===== src/verilog/pucf_pkg.sv =====
// Purpose: Shared constants and types of the power-up strap configuration.
// Assumes: One 10 MHz clock; registers on a plain 4-bit address port.
// Notes:   Every offset, the control, config and status field positions and the time live here, and the access-enable and read-idle reset values.
package pucf_pkg;

    // ------------------------------------------------------------
    // Types
    // ------------------------------------------------------------
    typedef enum logic [1:0] {
        MODE_BASIC,
        MODE_EXT,
        MODE_ADDIN,
        MODE_MBOARD
    } pucf_mode_t;

    typedef enum logic [1:0] {
        PP_ISA,
        PP_PS2,
        PP_EPP,
        PP_ECP
    } pucf_pp_t;

    // ------------------------------------------------------------
    // Register map
    // ------------------------------------------------------------
    localparam logic [3:0] REG_CTRL   = 4'h0;
    localparam logic [3:0] REG_CONFIG = 4'h1;
    localparam logic [3:0] REG_STATUS = 4'h2;
    localparam logic [3:0] REG_STRAPS = 4'h3;

    localparam int CTRL_ACCESS_EN = 0;
    localparam int CTRL_TO_ADDIN  = 1;
    localparam int CFG_PP_LSB     = 0;
    localparam int CFG_FOUR       = 2;
    localparam int CFG_V3         = 3;
    localparam int CFG_GAME       = 4;
    localparam int STAT_MODE_LSB  = 0;
    localparam int STAT_FINAL     = 2;
    localparam int STAT_WAITING   = 3;
    localparam int STAT_ALT_ADDR  = 4;

    localparam logic       RST_ACCESS_EN = 1'b1;
    localparam logic [7:0] RDATA_IDLE    = 8'h00;

    // ------------------------------------------------------------
    // Configuration register pair bases
    // ------------------------------------------------------------
    localparam logic [9:0] CFG_BASE_PRIMARY = 10'h398;
    localparam logic [9:0] CFG_BASE_ALT     = 10'h26E;
    localparam logic [9:0] CFG_BASE_MB_LOW  = 10'h022;
    localparam logic [9:0] CFG_BASE_MB_HIGH = 10'h024;

    // ------------------------------------------------------------
    // Timing
    // ------------------------------------------------------------
    localparam int CLK_MHZ          = 10;
    localparam int SECOND_SAMPLE_NS = 1000;

    // A least time: round up, never below one cycle.
    function automatic int pucf_cycles(input int ns);
        int c;
        c = (ns * CLK_MHZ + 999) / 1000;
        return (c < 1) ? 1 : c;
    endfunction

endpackage


===== src/verilog/pucf_dec_if.sv =====
// Purpose: Carries latched mode and decode hits between top and decoder.
// Assumes: Same clock domain on both ends.
// Notes:   Hits are combinational from synchronised address lines.
`timescale 1ns/1ps
interface pucf_dec_if;
    import pucf_pkg::*;
    pucf_mode_t mode;
    logic       addr_alt;
    logic       access_en;
    logic       index_hit;
    logic       data_hit;

    modport ctl (output mode, output addr_alt, output access_en,
                 input index_hit, input data_hit);
    modport dec (input mode, input addr_alt, input access_en,
                 output index_hit, output data_hit);
endinterface


===== src/verilog/pucf_cfg_decode.sv =====
// Purpose: Decodes the configuration index/data pair from the I/O address.
// Assumes: Address and enable already synchronised to ref_clk.
// Notes:   All ten address lines take part in the match.
`timescale 1ns/1ps
module pucf_cfg_decode
    import pucf_pkg::*;
(
    input  wire logic [9:0] isa_addr,
    input  wire logic       isa_aen,
    pucf_dec_if.dec         bus
);

    // ------------------------------------------------------------
    // Pair match
    // ------------------------------------------------------------
    function automatic logic pucf_at(input logic [9:0] a,
                                     input logic [9:0] base,
                                     input logic       odd);
        return a == (base | {9'h000, odd});
    endfunction

    logic [9:0] base;
    logic [9:0] addin_base;
    logic [9:0] mb_base;
    logic       enabled;

    assign addin_base = bus.addr_alt ? CFG_BASE_ALT : CFG_BASE_PRIMARY;
    assign mb_base    = bus.addr_alt ? CFG_BASE_MB_HIGH : CFG_BASE_MB_LOW;

    // Basic and extended modes share the fixed pair, and only when enabled.
    assign base = (bus.mode == MODE_ADDIN)  ? addin_base :
                  (bus.mode == MODE_MBOARD) ? mb_base :
                  CFG_BASE_PRIMARY;

    assign enabled = !isa_aen &&
                     ((bus.mode == MODE_ADDIN) ||
                      (bus.mode == MODE_MBOARD) ||
                      bus.access_en);

    assign bus.index_hit = enabled && pucf_at(isa_addr, base, 1'b0);
    assign bus.data_hit  = enabled && pucf_at(isa_addr, base, 1'b1);

endmodule


===== src/verilog/pucf_strap_config.sv =====
// Purpose: Latches power-up straps from the serial pins at reset-drive.
// Assumes: Reset-drive, straps and ISA address arrive from pins.
// Notes:   Pins pass two flip-flops; the multi-bit address is only
//          meaningful while the bus holds it stable for several cycles.
//
// The register addresses and strobed register access were chosen for this implementation.
`timescale 1ns/1ps

// Function
// - Capture all straps when reset-drive goes from high to low.
// - Basic and both software modes finish configuration on that capture.
// - Extended mode takes its first strap bank at the reset-drive fall.
// - Extended mode samples all six serial pins again after fixed delay.
// - Basic, extended and add-in modes make dual pin the game select.
// - Basic mode forces ISA parallel mode and 5V supply.
// - Basic mode fixes the floppy controller at two drives.
// - Basic mode decodes config pair only at 398h/399h when enabled.
// - Extended mode strap selects two or four floppy drives.
// - Extended mode straps select ISA, PS/2 or EPP parallel mode.
// - Extended mode strap selects 3.3V or 5V operation.
// - Add-in mode decodes config pair at 398h/399h or 26Eh/26Fh.
// - Software modes take the supply level from a strap.
// - Motherboard mode decodes config pair at 22h/23h or 24h/25h.
// - Motherboard mode makes dual pin the parallel direction output.
// - All ten address lines are decoded for the config pair.
// - Mode straps 00 ISA, 01 PS/2, 10 EPP, 11 reserved.
// - ECP parallel mode is never reached from straps.
// - Floppy strap 0 gives two drives, 1 gives four, extended only.
module pucf_strap_config
    import pucf_pkg::*;
#(
    parameter int SECOND_CYCLES = pucf_cycles(SECOND_SAMPLE_NS)
)
(
    input  wire logic       ref_clk,
    input  wire logic       rst,
    input  wire logic       reset_drive_pin,
    input  wire logic [1:0] cfg_mode_pins,
    input  wire logic       serial_a_tx_pin,
    input  wire logic       serial_b_tx_pin,
    input  wire logic       serial_a_rts_pin,
    input  wire logic       serial_b_rts_pin,
    input  wire logic       serial_a_dtr_pin,
    input  wire logic       serial_b_dtr_pin,
    input  wire logic [9:0] isa_addr,
    input  wire logic       isa_aen,
    input  wire logic [3:0] reg_addr,
    input  wire logic [7:0] reg_wdata,
    input  wire logic       reg_wr,
    input  wire logic       reg_rd,
    output logic      [7:0] reg_rdata,
    output logic      [1:0] cfg_mode,
    output logic      [1:0] pp_mode,
    output logic            four_floppy,
    output logic            supply_3v3,
    output logic            game_cs_function,
    output logic      [3:0] serial_cfg,
    output logic      [1:0] parallel_cfg,
    output logic            cfg_index_hit,
    output logic            cfg_data_hit,
    output logic            config_final
);

    // ------------------------------------------------------------
    // Pin synchronisers
    // ------------------------------------------------------------
    typedef enum logic [1:0] {
        ST_IDLE,
        ST_HELD,
        ST_WAIT_SECOND,
        ST_FINAL
    } pucf_state_t;

    logic [7:0]  pins_s1;
    logic [7:0]  pins_s2;
    logic [10:0] addr_s1;
    logic [10:0] addr_s2;
    logic        drive_s1;
    logic        drive_s2;
    logic        drive_s3;

    always_ff @(posedge ref_clk)
    begin
        pins_s1  <= {cfg_mode_pins, serial_b_dtr_pin, serial_a_dtr_pin,
                     serial_b_rts_pin, serial_a_rts_pin,
                     serial_b_tx_pin, serial_a_tx_pin};
        pins_s2  <= pins_s1;
        addr_s1  <= {isa_aen, isa_addr};
        addr_s2  <= addr_s1;
        drive_s1 <= reset_drive_pin;
        drive_s2 <= drive_s1;
        drive_s3 <= drive_s2;
    end

    // ------------------------------------------------------------
    // Strap decode
    // ------------------------------------------------------------
    logic       tx_a;
    logic       tx_b;
    logic       rts_a;
    logic       rts_b;
    logic       dtr_a;
    logic       dtr_b;
    pucf_mode_t pin_mode;
    logic       drive_fall;
    logic       drive_rise;
    pucf_pp_t   strap_pp;

    assign tx_a       = pins_s2[0];
    assign tx_b       = pins_s2[1];
    assign rts_a      = pins_s2[2];
    assign rts_b      = pins_s2[3];
    assign dtr_a      = pins_s2[4];
    assign dtr_b      = pins_s2[5];
    assign pin_mode   = pucf_mode_t'(pins_s2[7:6]);
    assign drive_fall = drive_s3 && !drive_s2;
    assign drive_rise = !drive_s3 && drive_s2;

    // The reserved code falls back to ISA, so straps never yield ECP.
    assign strap_pp = ({rts_a, tx_b} == 2'b01) ? PP_PS2 :
                      ({rts_a, tx_b} == 2'b10) ? PP_EPP :
                      PP_ISA;

    logic is_basic;
    logic is_ext;
    logic is_mb;
    assign is_basic = (pin_mode == MODE_BASIC);
    assign is_ext   = (pin_mode == MODE_EXT);
    assign is_mb    = (pin_mode == MODE_MBOARD);

    logic [1:0] cap_pp;
    logic       cap_four;
    logic       cap_v3;
    logic       cap_game;
    logic       cap_alt;
    assign cap_pp   = is_ext ? strap_pp : PP_ISA;
    assign cap_four = is_ext && rts_b;
    assign cap_v3   = !is_basic && dtr_b;
    assign cap_game = !is_mb;
    assign cap_alt  = !is_basic && dtr_a;

    // ------------------------------------------------------------
    // Register port decode
    // ------------------------------------------------------------
    logic ctrl_wr;
    logic config_wr;
    logic sw_mode;

    assign sw_mode   = (cfg_mode == MODE_ADDIN) ||
                       (cfg_mode == MODE_MBOARD);
    assign ctrl_wr   = reg_wr && (reg_addr == REG_CTRL);
    // Settings only move by software once a software mode is in force.
    assign config_wr = reg_wr && (reg_addr == REG_CONFIG) && sw_mode;

    // ------------------------------------------------------------
    // Sequencer
    // ------------------------------------------------------------
    pucf_state_t state;
    pucf_state_t next_state;
    logic [15:0] wait_cnt;
    logic        second_due;
    logic        take_first;
    logic        take_second;

    assign second_due  = (state == ST_WAIT_SECOND) &&
                         (wait_cnt == 16'(SECOND_CYCLES - 1));
    assign take_first  = drive_fall &&
                         ((state == ST_HELD) || (state == ST_IDLE));
    assign take_second = second_due && !drive_rise;

    always_comb
    begin
        next_state = state;
        case (state)
            ST_IDLE, ST_HELD:
                if (drive_fall)
                    next_state = is_ext ? ST_WAIT_SECOND : ST_FINAL;
                else if (drive_s2)
                    next_state = ST_HELD;
            ST_WAIT_SECOND:
                if (drive_rise)
                    next_state = ST_HELD;
                else if (second_due)
                    next_state = ST_FINAL;
            ST_FINAL:
                if (drive_rise)
                    next_state = ST_HELD;
            default:
                next_state = ST_IDLE;
        endcase
    end

    always_ff @(posedge ref_clk)
    begin
        if (rst)
            state <= ST_IDLE;
        else
            state <= next_state;
    end

    always_ff @(posedge ref_clk)
    begin
        if (rst || state != ST_WAIT_SECOND)
            wait_cnt <= 16'h0000;
        else
            wait_cnt <= wait_cnt + 16'h0001;
    end

    // ------------------------------------------------------------
    // Latched configuration
    // ------------------------------------------------------------
    logic access_en;
    logic addr_alt;
    // The first bank in extended mode is held by the external buffer and
    // the second bank comes from resistors once that buffer floats.
    always_ff @(posedge ref_clk)
    begin
        if (rst)
        begin
            cfg_mode         <= MODE_BASIC;
            pp_mode          <= PP_ISA;
            four_floppy      <= 1'b0;
            supply_3v3       <= 1'b0;
            game_cs_function <= 1'b1;
            addr_alt         <= 1'b0;
        end
        else if (take_first)
        begin
            cfg_mode         <= pin_mode;
            pp_mode          <= cap_pp;
            four_floppy      <= cap_four;
            supply_3v3       <= cap_v3;
            game_cs_function <= cap_game;
            addr_alt         <= cap_alt;
        end
        else if (ctrl_wr && reg_wdata[CTRL_TO_ADDIN])
            cfg_mode <= MODE_ADDIN;
        else if (config_wr)
        begin
            pp_mode          <= reg_wdata[CFG_PP_LSB +: 2];
            four_floppy      <= reg_wdata[CFG_FOUR];
            supply_3v3       <= reg_wdata[CFG_V3];
            game_cs_function <= reg_wdata[CFG_GAME];
        end
    end

    always_ff @(posedge ref_clk)
    begin
        if (rst)
        begin
            serial_cfg   <= 4'h0;
            parallel_cfg <= 2'b00;
        end
        else if ((take_first && !is_ext) || take_second)
        begin
            serial_cfg   <= {rts_b, rts_a, tx_b, tx_a};
            parallel_cfg <= {dtr_b, dtr_a};
        end
    end

    always_ff @(posedge ref_clk)
    begin
        if (rst)
            access_en <= RST_ACCESS_EN;
        else if (ctrl_wr)
            access_en <= reg_wdata[CTRL_ACCESS_EN];
    end

    assign config_final = (state == ST_FINAL);

    // ------------------------------------------------------------
    // Register read
    // ------------------------------------------------------------
    logic [7:0] read_mux;

    assign read_mux =
        (reg_addr == REG_CTRL)   ? {7'h00, access_en} :
        (reg_addr == REG_CONFIG) ? {3'b000, game_cs_function, supply_3v3,
                                    four_floppy, pp_mode} :
        (reg_addr == REG_STATUS) ? {3'b000, addr_alt,
                                    state == ST_WAIT_SECOND,
                                    config_final, cfg_mode} :
        (reg_addr == REG_STRAPS) ? {2'b00, parallel_cfg, serial_cfg} :
        RDATA_IDLE;

    always_ff @(posedge ref_clk)
    begin
        if (rst || !reg_rd)
            reg_rdata <= RDATA_IDLE;
        else
            reg_rdata <= read_mux;
    end

    // ------------------------------------------------------------
    // Configuration address decode
    // ------------------------------------------------------------
    pucf_dec_if dec_bus ();

    assign dec_bus.mode      = pucf_mode_t'(cfg_mode);
    assign dec_bus.addr_alt  = addr_alt;
    assign dec_bus.access_en = access_en;
    assign cfg_index_hit     = dec_bus.index_hit;
    assign cfg_data_hit      = dec_bus.data_hit;

    pucf_cfg_decode u_decode (
        .isa_addr (addr_s2[9:0]),
        .isa_aen  (addr_s2[10]),
        .bus      (dec_bus)
    );

    logic [15:0] wait_seen;

    always_ff @(posedge ref_clk)
    begin
        if (rst || take_first)
            wait_seen <= 16'h0000;
        else
            wait_seen <= wait_seen + 16'h0001;
    end
endmodule


===== config.mk =====
export PLATFORM = sky130hd
export DESIGN_NAME = pucf_strap_config
export DESIGN_NICKNAME = d
export VERILOG_FILES = /design/src/verilog/pucf_pkg.sv /design/src/verilog/pucf_dec_if.sv /design/src/verilog/pucf_cfg_decode.sv /design/src/verilog/pucf_strap_config.sv
export SDC_FILE = /design/constraint.sdc
export NUM_CORES = 1
export LEC_CHECK = 0
export BUFFER_PORTS_ARGS = -buffer_cell sky130_fd_sc_hd__buf_2
export CAP_MARGIN = 20
export CORE_UTILIZATION = 56
export CTS_BUF_LIST = sky130_fd_sc_hd__clkbuf_4
export DETAILED_ROUTE_END_ITERATION = 7
export HOLD_SLACK_MARGIN = 0.12
export PLACE_DENSITY_LB_ADDON = 0.15
export SLEW_MARGIN = 5
export SYNTH_ARGS = -nofsm -noshare
export SYNTH_HDL_FRONTEND = slang
export SYNTH_HIERARCHICAL = 1
export SYNTH_SLANG_ARGS = --single-unit

===== constraint.sdc =====
create_clock -name ref_clk -period 1.73 [get_ports ref_clk]
set_input_delay 0.173 -clock ref_clk [delete_from_list [all_inputs] [get_ports ref_clk]]
set_output_delay 0.173 -clock ref_clk [all_outputs]
set_load 0.005 [all_outputs]

==> Yosys cells after proc, flatten, opt, wreduce, memory -nomap -nowiden <==
Index checks and enable logic that the tools add are counted.
{ "op_classes": {"n_mux": 32, "bitwise": 1, "n_eq_ne": 20, "reduce_logical": 41, "addsub": 1} }
{ "ops": {"columns": ["operator", "count"], "rows": [
  ["2-bit two-way mux", 13],
  ["10-bit == test", 2],
  ["10-bit two-way mux", 2],
  ["16-bit by 1-bit adder with 16-bit output (second input constant)", 1],
  ["16-bit by 4-bit == test with 1-bit output (second input constant)", 1],
  ["1-bit logical AND", 16],
  ["5-bit two-way mux", 3],
  ["2-bit == test (second input constant)", 6],
  ["1-bit two-way mux", 11],
  ["9-bit two-way mux", 1],
  ["4-bit by 2-bit == test with 1-bit output (second input constant)", 2],
  ["1-bit zero test", 8],
  ["2-bit by 1-bit == test with 1-bit output (second input constant)", 3],
  ["1-bit logical OR", 6],
  ["3-bit inequality test (second input constant)", 2],
  ["2-bit case mux with 3 select lines", 1],
  ["5-bit OR reduction", 1],
  ["4-bit by 1-bit == test with 1-bit output (second input constant)", 1],
  ["2-bit zero test", 2],
  ["4-bit zero test", 1],
  ["2-bit inequality test (second input constant)", 2],
  ["2-bit nonzero test", 2],
  ["2-bit OR reduction", 2],
  ["4-bit OR reduction", 1],
  ["5 further kinds", 5]
]} }
{ "totals": {"regBits": 82, "output_inout_bits": 24, "wordCells": 117} }

==> Logic depth before layout (Yosys ltp) <==
Gate-level depths: netlist (run 1).
{ "depth": {"depth_word": 6, "depth_mapped": 7} }

==> By module <==
Netlist (run 1), hierarchy kept.
{ "by_module_without_submodules": {"columns": ["module", "area_per_inst_um2", "cells_each", "seq_area_each_um2", "instances"], "rows": [
  ["pucf_strap_config", 2791.4, 265, 1601.5, 1],
  ["pucf_cfg_decode", 192.7, 24, 0.0, 1]
]} }

==> Worst setup path before layout (run 1) <==
OpenSTA, ideal clock, no wires.
{ "synth_timing": {"path_type": "flip-flop to output port", "from": "register cfg_mode[0]", "to": "output port cfg_index_hit", "arrival_time_ns": 1.280, "slack_ns": 0.277, "stages_incl_launch_ff": 5, "required_ns": 1.557, "n_path_buf": 0, "path_cell_list": "dfxtp_1 > nand4bb_1 > a2bb2oi_1 > a2111oi_2 > and3b_1"} }
{ "synth_via": {"elab_chain_len": 5} }
{ "synth_lines": {"columns": ["item", "line_no", "rtl"], "rows": [
  ["start: declaration", "pucf_strap_config.sv:52", "output logic [1:0] cfg_mode,"],
  ["start signal: assignment", "pucf_strap_config.sv:229", "cfg_mode <= pin_mode;"],
  ["2-bit == test, on equally long branches", null, null],
  ["10-bit two-way mux or 1-bit logical OR (tied branches)", "pucf_cfg_decode.sv:32, pucf_cfg_decode.sv:36", null],
  ["10-bit two-way mux or 1-bit logical OR (tied branches)", "pucf_cfg_decode.sv:31, pucf_cfg_decode.sv:37", null],
  ["10-bit == test or 1-bit logical AND (tied branches)", "pucf_cfg_decode.sv:19, pucf_cfg_decode.sv:35", null],
  ["1-bit logical AND *", "pucf_cfg_decode.sv:40", "assign bus.index_hit = enabled && pucf_at(isa_addr, base, 1'b0);"],
  ["end: declaration", "pucf_strap_config.sv:59", "output logic cfg_index_hit,"]
]} }
Mark *: on every way between the ends. The rest lies on a longest branch, timed or not.

==> Final worst setup path (run 1) <==
Ends and elaborated chain as after synthesis.

==> reports/metrics.cfg, run 1 <==
[placed_design]
pre_cts_ws_ps=50.9
gp_congestion=0.819
dpl.cell_count=406
dp_hpwl_um=4000
port_buffers=54

[synthesis]
synth.ff_latch_count=80
synthCells=289
synth_top_cell_by_area=dfxtp_1
ys_types=56
synthTopCellsByArea=dfxtp_1, nor2_1, xor2_1
synth_edf_count=0
synthArstFlopShare_pct=0
syn_area_mm2=0.00298
syn_area_per_cell_um2=10.3
ys_warn_count=6
synth_flop_cell=dfxtp_1
synth_top_area_share_pct=53.7
ys_seq_area_share_pct=53.7

[drt]
drc=0
dr_total_vias=2464
drt-total-wl_um=6260
wl_per_cell_um=13.6
viasPerCell=5.37
drtAntennaViolNets=0
dr.pass1.iters=4
drt_iter0_markers=134

[clock_tree]
insertion_delay_ps=410
clockRootBuffer=clkbuf_4
cts_made_buffers=9
clkSlewWorstSetupHoldPaths_ps=120
htree_levels=3
clock_sinks=80
cts_buffer_depth=2
cts_tree=built

[sta]
fin_crit_ps=1960
fin_ws_ps=-229
rsz0062_at_grt=yes
fmax_mhz=510
period_share_pct=113
finalHoldViolCount=0
slew_viol_final=0
setup_viol_count_final=2
final.setup_skew_ps=8.34

[run]
maxCapViolCount=0

[cells_and_area]
final_cells=459
area_growth_pct=29.6
drive_above_1_share_pct=27.0
nNetsFinal=422
final_cell_mix=dfxtp_1, buf_2, dlygate4sd3_1
mostFrequentLayoutCell=dfxtp_1
antenna_cells=0

[floorplan]
dieArea_mm2=0.00563
start_util_pct=58.4
rows=26
coreArea_mm2=0.00511
fp.dieW_um=75
die_y_um=75
io_pins=60

[global_routing]
grt_overflow=0
grt_pass1_wl_um=10100
grt_pass1_vias=2259
grtUsageTotal_pct=24.3
grt_max_degree=18
antenna_found_initial=0

[status]
violations=setup timing
status=complete, but fails checks

[worst_setup_path]
arrival_ps=1790
end_kind=primary output
cp_max_fo=5
required_ps=1560
critical_path.startpoint_type=flop
critical_path_class=flop to primary output

[hold_path]
worstHoldPathType=input pin to flop

[power]
powerDensity_mw_per_mm2=882
ir_drop_uv=707
leakage_uw=0.00156

critical path, stage by stage, from the launching register on:
cell and delay (ps):
dfxtp_4 390, xor2_1 150, nand4_1 160, a2111oi_4 380, and3b_1 190, buf_2 100
final cells by class:
cell class | instances | area (um^2)
sequential | 80 | 1610
multi-input combinational | 188 | 1310
fill | 375 | 1240
timing repair buffer | 100 | 699
tap | 70 | 87.6
clock buffer | 10 | 75.1
clock inverter | 6 | 58.8
inverter | 5 | 18.8
cells by family (layout without fill, tap and decap cells):
logic type | Yosys count | after routing | share of synthesized area [%]
xor+xnor | 12 | 12 | 3.52
buf+inv | 22 | 121 | 3.82
mux | 6 | 6 | 2.56
compound gates | 47 | 47 | 12.4
fa+ha+maj | 2 | 2 | 0.838
other cells | 1 | 2 | 0.126
flops | 80 | 80 | 53.7
simple gates | 119 | 119 | 23.1
layer usage:
layer | GRT usage (%) | wire [um] | vias to the layer above
li1 | - | - | 1242
met1 | 28.6 | 2770 | 1137
met2 | 41.8 | 3100 | 73
met3 | 4.28 | 247 | 12
met4 | 13.8 | 147 | 0
met5 | 0 | 0 | -
sequential cells by signal, summed over array words and instances, names as in the netlist, 2 cells and up:
signal	cells
wait_cnt	16
addr_s1	11
addr_s2	11
pins_s1	8
pins_s2	8
reg_rdata	6
serial_cfg	4
cfg_mode	2
parallel_cfg	2
pp_mode	2
state	2
where the power goes:
| group | internal, uW | switching [uW] | leakage (uW) |
|---|---|---|---|
| Clock | 451 | 616 | 0.0000719 |
| Combinational | 193 | 152 | 0.000821 |
| Sequential | 1930 | 68.4 | 0.000665 |
| Total | 2570 | 837 | 0.00156 |
final timing paths:
check,from,cells after the start,end,slack [ps]
worst max-delay path,cfg_mode[0]$_SDFFE_PP0P_,5,cfg_index_hit,-230
worst min-delay path,reg_rd,3,reg_rdata[4]$_SDFF_PP0_,150
worst max register to register,wait_cnt[0]$_SDFF_PP0_,5,serial_cfg[1]$_SDFFE_PP0P_,180
worst min register to register,pins_s1[0]$_DFF_P_,0,pins_s2[0]$_DFF_P_,330
through the flow:
| stage | setup TNS [ps] | cell area [um^2] | util (%) | total power [uW] | hold slack, ps |
|---|---|---|---|---|---|
| after global routing | -669 | 3870 | 75.7 | 3580 | 156 |
| after CTS | -478 | 3860 | 75.6 | 3410 | 134 |
| after detailed placement | 0 | 3320 | 65.0 | 2310 | 277 |
| final | -457 | 3870 | 75.7 | 3410 | 147 |
| after global placement | 0 | 3320 | 65.0 | 2300 | 275 |
| after floorplan | 0 | 2990 | - | 2190 | 201 |
cell usage after synthesis, drive strengths merged, types with 2 or more instances:
master	instances
dfxtp	80
nor2	27
nand2	15
nand4	13
nand3	12
buf	11
nand2b	11
xor2	11
a21oi	9
nor3	7
o21ai	7
a41oi	6
clkbuf	6
nor2b	6
o311ai	6
a311oi	5
inv	5
o211ai	4
a211oi	3
and3	3
and4	3
mux2	3
nand4b	3
nor3b	3
or3	3
and2	2
and3b	2
and4b	2
ha	2
mux2i	2
nor4b	2
o31ai	2
timing repair:
item	CTS	global route
gates cloned	0	0
pin swaps	7	1
hold buffers	32	0
buffers inserted	5	0
setup endpoints to repair	2	4
resized for setup	16	2
endpoints found under the hold margin	34	0
No activity file was read; power rests on OpenSTA's default activity.
==> run 2, diff against run 1 <==
--- a/config.mk
+++ b/config.mk
@@ -7,7 +7,7 @@
 export LEC_CHECK = 0
 export BUFFER_PORTS_ARGS = -buffer_cell sky130_fd_sc_hd__buf_2
 export CAP_MARGIN = 20
-export CORE_UTILIZATION = 56
+export CORE_UTILIZATION = 45
 export CTS_BUF_LIST = sky130_fd_sc_hd__clkbuf_4
 export DETAILED_ROUTE_END_ITERATION = 7
 export HOLD_SLACK_MARGIN = 0.12
==> reports/metrics.cfg, run 2 (synthesized netlist as in run 1, its figures left out) <==
[status]
status=complete, but fails checks
violations=setup timing

[cells_and_area]
fin_util_pct=60.5
final_cells=466
fin_area_mm2=0.00387
largest_register_ffs=16
final_cell_mix=dfxtp_1, buf_2, dlygate4sd3_1
regMostFlops=wait_cnt
antenna_cells=0
reg_top3=wait_cnt (16), addr_s1 (11), addr_s2 (11)
area_growth_pct=29.6
nNetsFinal=422
drive_above_1_share_pct=27.2
n_fill_cell=574
mostFrequentLayoutCell=dfxtp_1

[hold_path]
worstHoldPathType=input pin to flop
hp-start=reg_rd

[floorplan]
coreArea_mm2=0.00639
rows=29
dieArea_mm2=0.00696
die_y_um=83.4
start_util_pct=46.7
fp.dieW_um=83.4
io_pins=60

[clock_tree]
cts_buffer_depth=2
cts_tree=built
htree_levels=3
cts_made_buffers=9
clkSlewWorstSetupHoldPaths_ps=140
clock_sinks=80
insertion_delay_ps=440
clockRootBuffer=clkbuf_4

[worst_setup_path]
required_ps=1560
end_kind=primary output
cp_max_fo=7
r2r_start=wait_cnt[2]$_SDFF_PP0_
cp-startpoint=addr_alt$_SDFFE_PP0P_
critical_path_class=flop to primary output
critical_path.startpoint_type=flop
arrival_ps=1820

[global_routing]
grtUsageTotal_pct=19.1
antenna_found_initial=0
grt_pass1_wl_um=10500
grt_overflow=0
grt_max_degree=18
grt_pass1_vias=2306

[placed_design]
port_buffers=54
dpl.cell_count=415
gp_congestion=0.803
postPlaceCellArea_mm2=0.00334
dp_hpwl_um=4070

[power]
powerDensity_mw_per_mm2=879
leakage_uw=0.00156
ir_drop_uv=639
p_total_uw=3400

[sta]
period_share_pct=115
fin_ws_ps=-264
rsz0062_at_grt=yes
finalHoldViolCount=0
fmax_mhz=502
slew_viol_final=0
fin_setup_tns_ps=-524
final.setup_skew_ps=8.87
fin_crit_ps=1990
setup_viol_count_final=2

[drt]
wl_per_cell_um=13.5
drt_iter0_markers=122
dr_total_vias=2454
drc=0
dr.pass1.iters=4
drt-total-wl_um=6300
viasPerCell=5.27
drtAntennaViolNets=0

[run]
maxCapViolCount=0

==> run 2: power by group <==
part / internal (uW) / switching (uW)
sequential: 1930 / 66.9
combinational: 191 / 148
clock: 335 / 725
==> run 2: worst paths after layout <==
check	cells past startpoint	slack, ps	endpoint
setup / recovery	5	-260	cfg_data_hit
hold / removal	3	130	reg_rdata[5]$_SDFF_PP0_
setup reg to reg	4	140	wait_cnt[15]$_SDFF_PP0_
hold reg to reg	0	340	pins_s2[5]$_DFF_P_
==> run 2: area by class of cell <==
| type | count | area [um^2] | area share [%] |
|---|---|---|---|
| Timing Repair Buffer | 100 | 696 | 18.0 |
| Clock buffer | 9 | 67.6 | 1.75 |
| Sequential cell | 80 | 1610 | 41.7 |
| Multi-Input combinational cell | 188 | 1310 | 33.9 |
| Clock inverter | 7 | 68.8 | 1.78 |
| Inverter | 5 | 18.8 | 0.485 |
| Tap cell | 77 | 96.3 | 2.49 |
==> run 2: critical path, stage by stage, from the launching register on <==
cell	delay (ps)
dfxtp_4	400
nand4bb_1	180
a2bb2oi_1	160
a2111oi_4	360
and3_1	190
buf_2	100
==> run 2: per-layer routing <==
metal	part of all wire (%)	track usage, %	up-vias
li1	-	-	1238
met1	45	22.6	1129
met2	48	32.4	77
met3	5.2	5.67	10
met4	2.0	7.55	0
met5	0	0	-
==> run 2: what timing repair did <==
action,CTS,global route
endpoints found under the setup margin,2,9
hold endpoints to repair,35,0
gates resized for setup,5,7
setup buffers,3,0
pin swaps,5,2
hold buffers,32,0
==> run 2: through the flow <==
stage	hold slack (ps)	worst slack, ps
floorplan	201	277
global placement	275	98.2
detailed placement	277	74.1
CTS	123	-286
global route	153	-393
finish	135	-264
